--- config.mk ---
export PLATFORM = sky130hd
export DESIGN_NAME = rsc_reset_source
export DESIGN_NICKNAME = d
export VERILOG_FILES = /design/src/rsc_pkg.sv /design/src/rsc_reset_sync.sv /design/src/rsc_qual_counter.sv /design/src/rsc_reset_source.sv
export SDC_FILE = /design/constraint.sdc
export NUM_CORES = 1
export LEC_CHECK = 0
export BUFFER_PORTS_ARGS = -buffer_cell sky130_fd_sc_hd__buf_2
export CAP_MARGIN = 5
export CORE_UTILIZATION = 41
export CTS_CLUSTER_DIAMETER = 50
export DETAILED_ROUTE_END_ITERATION = 8
export PLACE_DENSITY_LB_ADDON = 0.15
export SYNTH_ARGS = -nofsm -noshare
export SYNTH_HDL_FRONTEND = slang
export SYNTH_SLANG_ARGS = --single-unit
--- constraint.sdc ---
create_clock -name clk_sys -period 3.1 [get_ports clk_sys]
set_clock_uncertainty 0.05 [all_clocks]
set_input_delay 0.465 -clock clk_sys [delete_from_list [all_inputs] [get_ports clk_sys]]
set_output_delay 0.465 -clock clk_sys [all_outputs]
set_load 0.02 [all_outputs]
--- src/rsc_pkg.sv ---
// package: constants for the reset source control block
package rsc_pkg;

	// ****************************************************************
	// register bus layout
	// ****************************************************************
	localparam int          ADDR_W          = 4;
	localparam int          DATA_W          = 8;
	localparam logic [3:0]  ADDR_KEY        = 4'h0;
	localparam logic [3:0]  ADDR_FLAGS      = 4'h1;
	localparam logic [3:0]  ADDR_LEVEL      = 4'h2;
	localparam logic [3:0]  ADDR_PROG       = 4'h3;
	localparam logic [3:0]  ADDR_WDT        = 4'h4;
	localparam logic [3:0]  ADDR_STATUS     = 4'h5;
	localparam logic [3:0]  ADDR_IRQ_STAT   = 4'h6;
	localparam logic [3:0]  ADDR_IRQ_MASK   = 4'h7;

	// ****************************************************************
	// key codes and power-on values
	// ****************************************************************
	localparam logic [7:0]  KEY_CODE_A      = 8'h55;
	localparam logic [7:0]  KEY_CODE_B      = 8'haa;
	localparam logic [7:0]  KEY_RESET_VAL   = 8'h55;
	localparam logic [7:0]  LEVEL_RESET_VAL = 8'h55;
	localparam logic [7:0]  LEVEL_2V10      = 8'h55;
	localparam logic [7:0]  LEVEL_2V55      = 8'h33;
	localparam logic [7:0]  LEVEL_3V15      = 8'h99;
	localparam logic [7:0]  LEVEL_3V80      = 8'haa;
	localparam logic [7:0]  WDT_RESET_VAL   = 8'h53;
	localparam logic [4:0]  WDT_KEY_A       = 5'h0a;
	localparam logic [4:0]  WDT_KEY_B       = 5'h15;
	localparam logic [7:0]  PROG_RESET_CODE = 8'h55;

	// ****************************************************************
	// field positions
	// ****************************************************************
	localparam int          FLAG_KEY_POS    = 3;
	localparam int          FLAG_LV_POS     = 2;
	localparam int          FLAG_LEVEL_POS  = 1;
	localparam int          FLAG_WDT_POS    = 0;
	localparam int          WDT_KEY_LSB     = 3;
	localparam int          STAT_TO_POS     = 1;
	localparam int          STAT_PDF_POS    = 0;
	localparam int          IRQ_W           = 6;
	localparam int          IRQ_KEY_POS     = 0;
	localparam int          IRQ_LEVEL_POS   = 1;
	localparam int          IRQ_WDTKEY_POS  = 2;
	localparam int          IRQ_LV_POS      = 3;
	localparam int          IRQ_TIMEOUT_POS = 4;
	localparam int          IRQ_PROG_POS    = 5;

	// ****************************************************************
	// timing
	// ****************************************************************
	localparam int          CLK_PERIOD_PS   = 5000;
	localparam int          SOFT_RESET_DELAY_NS = 80;
	localparam int          LV_QUALIFY_TIME_NS  = 100;
	localparam int          SOFT_RESET_CYCLES   =
		(SOFT_RESET_DELAY_NS * 1000 + CLK_PERIOD_PS - 1) / CLK_PERIOD_PS;
	localparam int          LV_QUALIFY_CYCLES   =
		(LV_QUALIFY_TIME_NS * 1000 + CLK_PERIOD_PS - 1) / CLK_PERIOD_PS;
	localparam int          CNT_W           = 8;

endpackage

--- src/rsc_reset_sync.sv ---
// reset release synchroniser
`timescale 1ns/1ps
module rsc_reset_sync
	import rsc_pkg::*;
(
	// clock and raw reset
	input  wire logic clk_sys,
	input  wire logic reset_n,
	// synchronised reset
	output logic      reset_sync_n
);

	typedef struct packed {
		logic stage1;
		logic stage2;
	} rsc_sync_s;

	rsc_sync_s state;
	rsc_sync_s next_state;

	always_comb begin
		next_state        = state;
		next_state.stage1 = 1'b1;
		next_state.stage2 = state.stage1;
	end

	always_ff @(posedge clk_sys or negedge reset_n) begin
		if (!reset_n) begin
			state <= '0;
		end else begin
			state <= next_state;
		end
	end

	assign reset_sync_n = state.stage2;

endmodule // rsc_reset_sync

--- src/rsc_qual_counter.sv ---
// restartable qualification counter with one-shot done pulse
`timescale 1ns/1ps
module rsc_qual_counter
	import rsc_pkg::*;
#(
	parameter int TARGET = 1
) (
	// clock and reset
	input  wire logic clk_sys,
	input  wire logic rst_n,
	// condition and result
	input  wire logic cond,
	output logic      done
);

	localparam logic [CNT_W-1:0] TGT   = CNT_W'(TARGET);
	localparam logic [CNT_W-1:0] TGT_1 = CNT_W'(TARGET - 1);

	typedef struct packed {
		logic [CNT_W-1:0] count;
		logic             done;
	} rsc_cnt_s;

	rsc_cnt_s state;
	rsc_cnt_s next_state;

	// saturates at the target so a lasting condition fires once only
	always_comb begin
		next_state      = state;
		next_state.done = 1'b0;
		if (!cond) begin
			next_state.count = '0;
		end else if (state.count != TGT) begin
			next_state.count = state.count + 1'b1;
			next_state.done  = (state.count == TGT_1);
		end
	end

	always_ff @(posedge clk_sys or negedge rst_n) begin
		if (!rst_n) begin
			state <= '0;
		end else begin
			state <= next_state;
		end
	end

	assign done = state.done;

endmodule // rsc_qual_counter

--- src/rsc_reset_source.sv ---
// reset source control: key checks, low-voltage qualify, cause flags
//
// The placing of the registers and the strobed register port are this design's own decisions.
`timescale 1ns/1ps

// Contract
// - invalid reset key resets after delay
// - reset key powers up as 55h
// - key reset sets flag bit 3
// - flag bits 7..4 read zero
// - low-voltage watch off in sleep/idle
// - short low-supply episodes are ignored
// - qualified low-voltage reset sets bit 2
// - four level codes decode trip levels
// - bad level code resets, reloads level
// - low-voltage reset keeps level select
// - level select powers up as 55h
// - bad level code sets flag bit 1
// - 55h to programming register resets device
// - running time-out resets, sets time-out flag
// - sleep time-out clears pc and sp
// - bad watchdog key sets flag bit 0
// - power-on clears flags, sleep time-out sets
module rsc_reset_source
	import rsc_pkg::*;
(
	// clock and reset
	input  wire logic              clk_sys,
	input  wire logic              reset_n,
	// register port
	input  wire logic [ADDR_W-1:0] reg_addr,
	input  wire logic [DATA_W-1:0] reg_wdata,
	input  wire logic              reg_wr,
	input  wire logic              reg_rd,
	output logic      [DATA_W-1:0] reg_rdata,
	// core and analogue side
	input  wire logic              sleep_idle,
	input  wire logic              low_supply,
	input  wire logic              wdt_timeout,
	// reset outputs
	output logic                   device_reset,
	output logic                   pc_sp_clear,
	output logic      [1:0]        trip_level_code,
	output logic                   low_voltage_enable,
	// interrupt
	output logic                   irq
);

	// ****************************************************************
	// state
	// ****************************************************************
	typedef struct packed {
		logic [7:0]       reset_key_control;
		logic [3:0]       reset_cause_flags;
		logic [7:0]       low_voltage_level_select;
		logic [7:0]       watchdog_control_reg;
		logic             timeout_status_flag;
		logic             power_down_flag;
		logic [IRQ_W-1:0] irq_status;
		logic [IRQ_W-1:0] irq_mask;
		logic [7:0]       rdata;
		logic             device_reset;
		logic             pc_sp_clear;
		logic [1:0]       trip;
		logic             lv_enable;
		logic             irq;
	} rsc_state_s;

	rsc_state_s state;
	rsc_state_s next_state;

	logic rst_n;
	logic key_done;
	logic level_done;
	logic wdtkey_done;
	logic lv_done;
	logic key_bad;
	logic level_bad;
	logic wdtkey_bad;
	logic lv_watch;
	logic [2:0] level_dec;

	// ****************************************************************
	// decoding helpers
	// ****************************************************************
	function automatic logic key_ok(input logic [7:0] v);
		key_ok = (v == KEY_CODE_A) || (v == KEY_CODE_B);
	endfunction

	// bit 2 is valid, bits 1..0 the trip level index
	function automatic logic [2:0] level_decode(input logic [7:0] v);
		case (v)
			LEVEL_2V10: level_decode = 3'h4;
			LEVEL_2V55: level_decode = 3'h5;
			LEVEL_3V15: level_decode = 3'h6;
			LEVEL_3V80: level_decode = 3'h7;
			default:    level_decode = 3'h0;
		endcase
	endfunction

	function automatic logic wdt_key_ok(input logic [7:0] v);
		logic [4:0] k;
		k = v[WDT_KEY_LSB +: 5];
		wdt_key_ok = (k == WDT_KEY_A) || (k == WDT_KEY_B);
	endfunction

	// ****************************************************************
	// reset release and delay counters
	// ****************************************************************
	rsc_reset_sync u_sync (
		.clk_sys      (clk_sys),
		.reset_n      (reset_n),
		.reset_sync_n (rst_n)
	);

	assign key_bad    = !key_ok(state.reset_key_control);
	assign level_dec  = level_decode(state.low_voltage_level_select);
	assign level_bad  = !level_dec[2];
	assign wdtkey_bad = !wdt_key_ok(state.watchdog_control_reg);
	// monitoring only in running modes
	assign lv_watch   = low_supply && !sleep_idle;

	rsc_qual_counter #(
		.TARGET (SOFT_RESET_CYCLES)
	) u_key_delay (
		.clk_sys (clk_sys),
		.rst_n   (rst_n),
		.cond    (key_bad),
		.done    (key_done)
	);

	rsc_qual_counter #(
		.TARGET (SOFT_RESET_CYCLES)
	) u_level_delay (
		.clk_sys (clk_sys),
		.rst_n   (rst_n),
		.cond    (level_bad),
		.done    (level_done)
	);

	rsc_qual_counter #(
		.TARGET (SOFT_RESET_CYCLES)
	) u_wdtkey_delay (
		.clk_sys (clk_sys),
		.rst_n   (rst_n),
		.cond    (wdtkey_bad),
		.done    (wdtkey_done)
	);

	// a dip shorter than the qualify time restarts the count
	rsc_qual_counter #(
		.TARGET (LV_QUALIFY_CYCLES)
	) u_lv_qualify (
		.clk_sys (clk_sys),
		.rst_n   (rst_n),
		.cond    (lv_watch),
		.done    (lv_done)
	);

	// ****************************************************************
	// next state
	// ****************************************************************
	always_comb begin
		logic             wr_key;
		logic             wr_flags;
		logic             wr_level;
		logic             wr_prog;
		logic             wr_wdt;
		logic             wr_mask;
		logic             rd_irq;
		logic             prog_reset;
		logic             run_timeout;
		logic             sleep_timeout;
		logic             soft_reset;
		logic             full_reset;
		logic [3:0]       flag_set;
		logic [IRQ_W-1:0] irq_set;
		logic [2:0]       lvl;

		wr_key        = reg_wr && (reg_addr == ADDR_KEY);
		wr_flags      = reg_wr && (reg_addr == ADDR_FLAGS);
		wr_level      = reg_wr && (reg_addr == ADDR_LEVEL);
		wr_prog       = reg_wr && (reg_addr == ADDR_PROG);
		wr_wdt        = reg_wr && (reg_addr == ADDR_WDT);
		wr_mask       = reg_wr && (reg_addr == ADDR_IRQ_MASK);
		rd_irq        = reg_rd && (reg_addr == ADDR_IRQ_STAT);
		prog_reset    = wr_prog && (reg_wdata == PROG_RESET_CODE);
		run_timeout   = wdt_timeout && !sleep_idle;
		sleep_timeout = wdt_timeout && sleep_idle;
		soft_reset    = key_done || level_done || wdtkey_done;
		full_reset    = soft_reset || lv_done || prog_reset
			|| run_timeout;
		flag_set      = '0;
		irq_set       = '0;
		lvl           = '0;

		next_state = state;

		// ************************************************************
		// cause flags: a write of zero clears, hardware set wins
		// ************************************************************
		flag_set[FLAG_KEY_POS]   = key_done;
		flag_set[FLAG_LV_POS]    = lv_done;
		flag_set[FLAG_LEVEL_POS] = level_done;
		flag_set[FLAG_WDT_POS]   = wdtkey_done;
		if (wr_flags) begin
			next_state.reset_cause_flags =
				state.reset_cause_flags & reg_wdata[3:0];
		end
		next_state.reset_cause_flags =
			next_state.reset_cause_flags | flag_set;

		// ************************************************************
		// software-written registers
		// ************************************************************
		if (wr_key) begin
			next_state.reset_key_control = reg_wdata;
		end
		if (wr_level) begin
			next_state.low_voltage_level_select = reg_wdata;
		end
		if (wr_wdt) begin
			next_state.watchdog_control_reg = reg_wdata;
		end
		if (wr_mask) begin
			next_state.irq_mask = reg_wdata[IRQ_W-1:0];
		end

		// ************************************************************
		// effects of a device reset on this block
		// ************************************************************
		if (full_reset) begin
			next_state.reset_key_control    = KEY_RESET_VAL;
			next_state.watchdog_control_reg = WDT_RESET_VAL;
		end
		// a pure low-voltage reset leaves the level select alone
		if (full_reset && !(lv_done && !soft_reset && !prog_reset
			&& !run_timeout)) begin
			next_state.low_voltage_level_select = LEVEL_RESET_VAL;
		end
		if (run_timeout) begin
			next_state.timeout_status_flag = 1'b1;
		end
		if (sleep_timeout) begin
			next_state.timeout_status_flag = 1'b1;
			next_state.power_down_flag     = 1'b1;
		end
		next_state.device_reset = full_reset;
		next_state.pc_sp_clear  = sleep_timeout;

		// ************************************************************
		// trip level to the comparator
		// ************************************************************
		lvl = level_decode(next_state.low_voltage_level_select);
		next_state.trip      = lvl[1:0];
		next_state.lv_enable = !sleep_idle;

		// ************************************************************
		// interrupt status: read clears, a new event wins
		// ************************************************************
		irq_set[IRQ_KEY_POS]     = key_done;
		irq_set[IRQ_LEVEL_POS]   = level_done;
		irq_set[IRQ_WDTKEY_POS]  = wdtkey_done;
		irq_set[IRQ_LV_POS]      = lv_done;
		irq_set[IRQ_TIMEOUT_POS] = wdt_timeout;
		irq_set[IRQ_PROG_POS]    = prog_reset;
		if (rd_irq) begin
			next_state.irq_status = irq_set;
		end else begin
			next_state.irq_status = state.irq_status | irq_set;
		end
		next_state.irq = |(next_state.irq_status & next_state.irq_mask);

		// ************************************************************
		// read data: valid only in the cycle after the strobe
		// ************************************************************
		next_state.rdata = '0;
		if (reg_rd) begin
			case (reg_addr)
				ADDR_KEY: begin
					next_state.rdata = state.reset_key_control;
				end
				ADDR_FLAGS: begin
					next_state.rdata = {4'h0, state.reset_cause_flags};
				end
				ADDR_LEVEL: begin
					next_state.rdata = state.low_voltage_level_select;
				end
				ADDR_WDT: begin
					next_state.rdata = state.watchdog_control_reg;
				end
				ADDR_STATUS: begin
					next_state.rdata = {6'h00, state.timeout_status_flag,
						state.power_down_flag};
				end
				ADDR_IRQ_STAT: begin
					next_state.rdata = {2'h0, state.irq_status};
				end
				ADDR_IRQ_MASK: begin
					next_state.rdata = {2'h0, state.irq_mask};
				end
				// programming register is write-only
				default: begin
					next_state.rdata = 8'h00;
				end
			endcase
		end
	end

	// ****************************************************************
	// registers
	// ****************************************************************
	always_ff @(posedge clk_sys or negedge rst_n) begin
		if (!rst_n) begin
			state                          <= '0;
			state.reset_key_control        <= KEY_RESET_VAL;
			state.low_voltage_level_select <= LEVEL_RESET_VAL;
			state.watchdog_control_reg     <= WDT_RESET_VAL;
			state.trip                     <= 2'h0;
			state.lv_enable                <= 1'b0;
			state.timeout_status_flag      <= 1'b0;
			state.power_down_flag          <= 1'b0;
		end else begin
			state <= next_state;
		end
	end

	// ****************************************************************
	// outputs
	// ****************************************************************
	assign reg_rdata          = state.rdata;
	assign device_reset       = state.device_reset;
	assign pc_sp_clear        = state.pc_sp_clear;
	assign trip_level_code    = state.trip;
	assign low_voltage_enable = state.lv_enable;
	assign irq                = state.irq;

endmodule // rsc_reset_source

==> impl_summary.txt <==
----------------------------------------------------
[Synthesis]
  Number of synthesized flops with an enable pin ... 0
  Yosys top cell area share ... 0.440
  Area contributors post-synth ... dfrtp_1 (44%), dfstp_2 (6.8%), nand2_1 (5.8%)
  Area of the mapped netlist ... 4660 um2
  Total number of yosys warnings ... 0
  Avg Synthesized Cell Area ... 9.75 um2
  Net count after synthesis ... 505
  Number of instances in the synthesized netlist ... 478
  Library cells used by synthesis ... 56
  Ys async rst share ... 1.00
  Post-synthesis cell type with the largest combined area ... dfrtp_1
  FF+latch count, synth ... 94
  Ys flop type ... dfrtp_1
  Part of the Yosys area used for sequential elements ... 0.508

[Floorplanning]
  Die height ... 109 um
  Number of rows in the core area ... 38
  Area of the die ... 11800 um2
  Effective utilization at floorplan ... 0.426
  Width of the die ... 109 um
  Num ports ... 33
  Core footprint ... 10900 um2

[STA]
  Fin worst setup slack ... 1010 ps
  Total negative slack for setup checks ... 0 ps
  Hold Fails Final Rpt ... 0
  Final count of pins violating max slew ... 0
  Fmax achieved ... 478 MHz
  Rel. slew slack ... 0.261
  Final setup fails ... 0
  Final critical delay including setup and external delays ... 2090 ps
  Worst hold slack after final layout ... 311 ps
  Share of the clock period used by the worst path after layout ... 0.675
  Transition at the pin with the smallest max-transition slack ... 1110 ps
  Setup repair after global routing missed its margin ... false

[Power]
  Power Density ... 576 nW/um2
  Maximum ir drop on the vdd rail ... 0.000251 V
  Power after layout ... 3.03 mW
  Leakage ... 2.37 nW

[Cells and area]
  Area growth from synthesis to layout ... 13.0%
  Fraction of final layout cells sized beyond drive strength 1 ... 0.175
  Utilization after layout ... 0.481
  Net total in the final layout ... 531
  Number of inserted diodes ... 0
  Filler cells ... 1054

[Worst setup path]
  Crit path launch ... reg_wr
  Startpoint type of the worst setup path ... primary input
  Largest fanout of any net on the critical path ... 14
  Worst setup slack for register-to-register paths ... 1200 ps
  Critical R2R Capture ... state[55]
  Startpoint of the most critical register-to-register path ... u_wdtkey_delay.done
  Startpoint-to-endpoint class of the critical path ... in2reg
  Number of cell instances on the worst register-to-register path ... 5
  Required time at the endpoint of the critical path ... 3280 ps
  Arrival time of data at the critical path endpoint ... 2270 ps
  Setup crit end kind ... flop

[Clock network]
  Clk_lat worst skew ... 350 ps
  Root buffer cell ... clkbuf_16
  Clock-pin slew on the worst setup and hold paths ... 70 ps
  Number of clock sinks ... 94
  Number of levels the H-tree was split into ... 3
  TritonCTS clock tree ... yes
  Number of buffers inserted to repair setup after CTS ... 0
  Max clock buf depth ... 2
  TritonCTS buffer count ... 9

[Flow run]
  Max Cap Violations ... 0

[Global routing]
  Met2 layer usage reported by global route ... 0.317
  Maximum number of pins on one net before global-route repair ... 87
  Met1 usage in global routing ... 0.274
  Global-route wire length before repair ... 17900 um
  Total global-route track usage ... 0.202
  Via count of the first global-routing pass ... 3491
  Residual overflow from global routing ... 0
  Met3 Usage GRT ... 0.0395
  Number of antenna violations at the first check in global routing ... 0
  Most congested layer reported by global routing ... met2

[Detailed routing]
  Routed length per instance ... 16.7 um
  Iteration-0 DRC count of the detailed router ... 194
  Final ANT Viol Nets ... 0
  DRC violations left ... 0
  Length of the first detailed-routing pass in iterations ... 4
  Final wirelength ... 10800 um
  Via total after detailed routing ... 3504
  DR vias/cell ... 5.40

[Hold path]
  Min-Delay Startpoint ... u_sync.next_state[0]
  Worst Hold Endpoint ... u_sync.reset_sync_n
  Worst min-delay path class ... reg2reg
  Worst hold path cell count ... 0

[Place]
  Worst slack at placement ... 678 ps
  Number of buffer cells added on primary ports ... 32
  Detail Placement HPWL ... 7620 um
  Final RePlAce weighted congestion ... 0.836

[Run status]
  Run status ... finished clean

----------------------------------------------------
[per-stage QoR]
| stage | cell area, um2 | std cells |
|---|---|---|
| final | 5270 | 649 |
| after floorplan | 4660 | 478 |
| after global placement | 4910 | 632 |
| after global routing | 5270 | 649 |
| after CTS | 5270 | 649 |
| after detailed placement | 4910 | 632 |
[how the worst max path moves through the flow]
| stage | to | slack (ps) | cells past startpoint |
|---|---|---|---|
| 2_1_floorplan | device_reset | 260 | 0 |
| 3_3_place_gp | trip_level_code[1] | 700 | 7 |
| 3_5_place_dp | trip_level_code[1] | 680 | 7 |
| 4_1_cts | trip_level_code[1] | 1050 | 6 |
| 5_1_grt | trip_level_code[1] | 860 | 6 |
| 6_report | trip_level_code[1] | 1010 | 7 |
[critical path, stage by stage]
cell	delay, ps
buf_2	250
or3b_1	430
and2b_1	210
buf_4	190
mux2_2	350
a221oi_1	310
nor3_1	80
[flip-flops by register name, summed over array words and instances, names as in the netlist, 2 cells and up]
register              cells
u_key_delay.state         8
u_wdtkey_delay.state      8
reg_rdata                 8
u_level_delay.state       8
u_lv_qualify.state        8
trip_level_code           2
state                    42
[synth_stat cells, drive strengths merged, types with 2 or more instances]
cell type / number
a2111o: 2
a21o: 7
a21oi: 24
a221oi: 4
a22o: 7
a22oi: 3
a31oi: 2
and2: 4
and2b: 2
and3: 7
buf: 14
clkbuf: 10
dfrtp: 82
dfstp: 12
ha: 8
inv: 12
mux2: 11
mux2i: 7
nand2: 72
nand2b: 7
nand3: 37
nand4: 4
nor2: 50
nor2b: 5
nor3: 12
nor4: 6
nor4b: 2
nor4bb: 4
o21ai: 12
or2: 4
or3: 7
or3b: 2
or4: 3
xnor2: 11
xor2: 10
[area by class of cell]
class | instances | area, um2 | area share
inverters | 12 | 47.5 | 0.00903
clock inverters | 5 | 106 | 0.0202
clock buffers | 11 | 243 | 0.0461
well taps | 140 | 175 | 0.0333
multi-input cells | 348 | 2110 | 0.400
repair buffers | 39 | 215 | 0.0409
flip-flops and latches | 94 | 2370 | 0.450
[layout by cell type (no fill, tap or decap), types with 2 or more instances in the layout]
master and n:
nor2b_1 4, nor2_1 49, nor4b_1 2, bufinv_16 3
inv_1 11, nand4_1 3, mux2_2 11, a22o_1 7
buf_2 32, or2_2 4, dfstp_2 12, a21o_1 7
and3_1 7, ha_1 8, dfrtp_1 81, nor3_1 12
nand2b_1 7, clkbuf_16 9, nor4bb_1 4, buf_4 6
nor4_1 5, or3_1 7, mux2i_1 7, a221oi_1 4
nand3_1 37, o21ai_0 11, or4_1 3, nand2_1 72
a31oi_1 2, xor2_1 10, and2b_1 2, a21oi_1 24
and2_1 4, xnor2_1 11, a2111o_1 2, a22oi_1 3
[routing by layer]
layer | routed length [um] | up-vias
li1 | - | 1699
met5 | 0 | -
met2 | 4890 | 88
met3 | 530 | 23
met4 | 303 | 0
met1 | 5100 | 1694
[cells by family (layout without fill, tap and decap cells)]
family / Yosys count / in the layout / share of synthesized area
DFF: 94 / 94 / 0.508
xor gates and xnor gates: 21 / 21 / 0.0395
AOI/OAI and AO/OA: 66 / 66 / 0.0953
and+or+nand+nor: 234 / 234 / 0.253
buffers and inverters: 36 / 67 / 0.0400
muxes: 18 / 18 / 0.0416
adders and majority gates: 8 / 8 / 0.0215
other: 1 / 1 / 0.000805
[timing repair]
item                                   in CTS  in global routing
endpoints found under the hold margin       2                  0
hold buffers                                1                  0
gates resized for setup                     0                  0
[report_power, final]
| part | internal, mW | switching, mW | leakage (nW) |
|---|---|---|---|
| Clock | 0.812 | 0.474 | 0.166 |
| Sequential | 1.32 | 0.0904 | 1.22 |
| Combinational | 0.142 | 0.200 | 0.988 |
No activity file was read; power rests on OpenSTA's default activity.
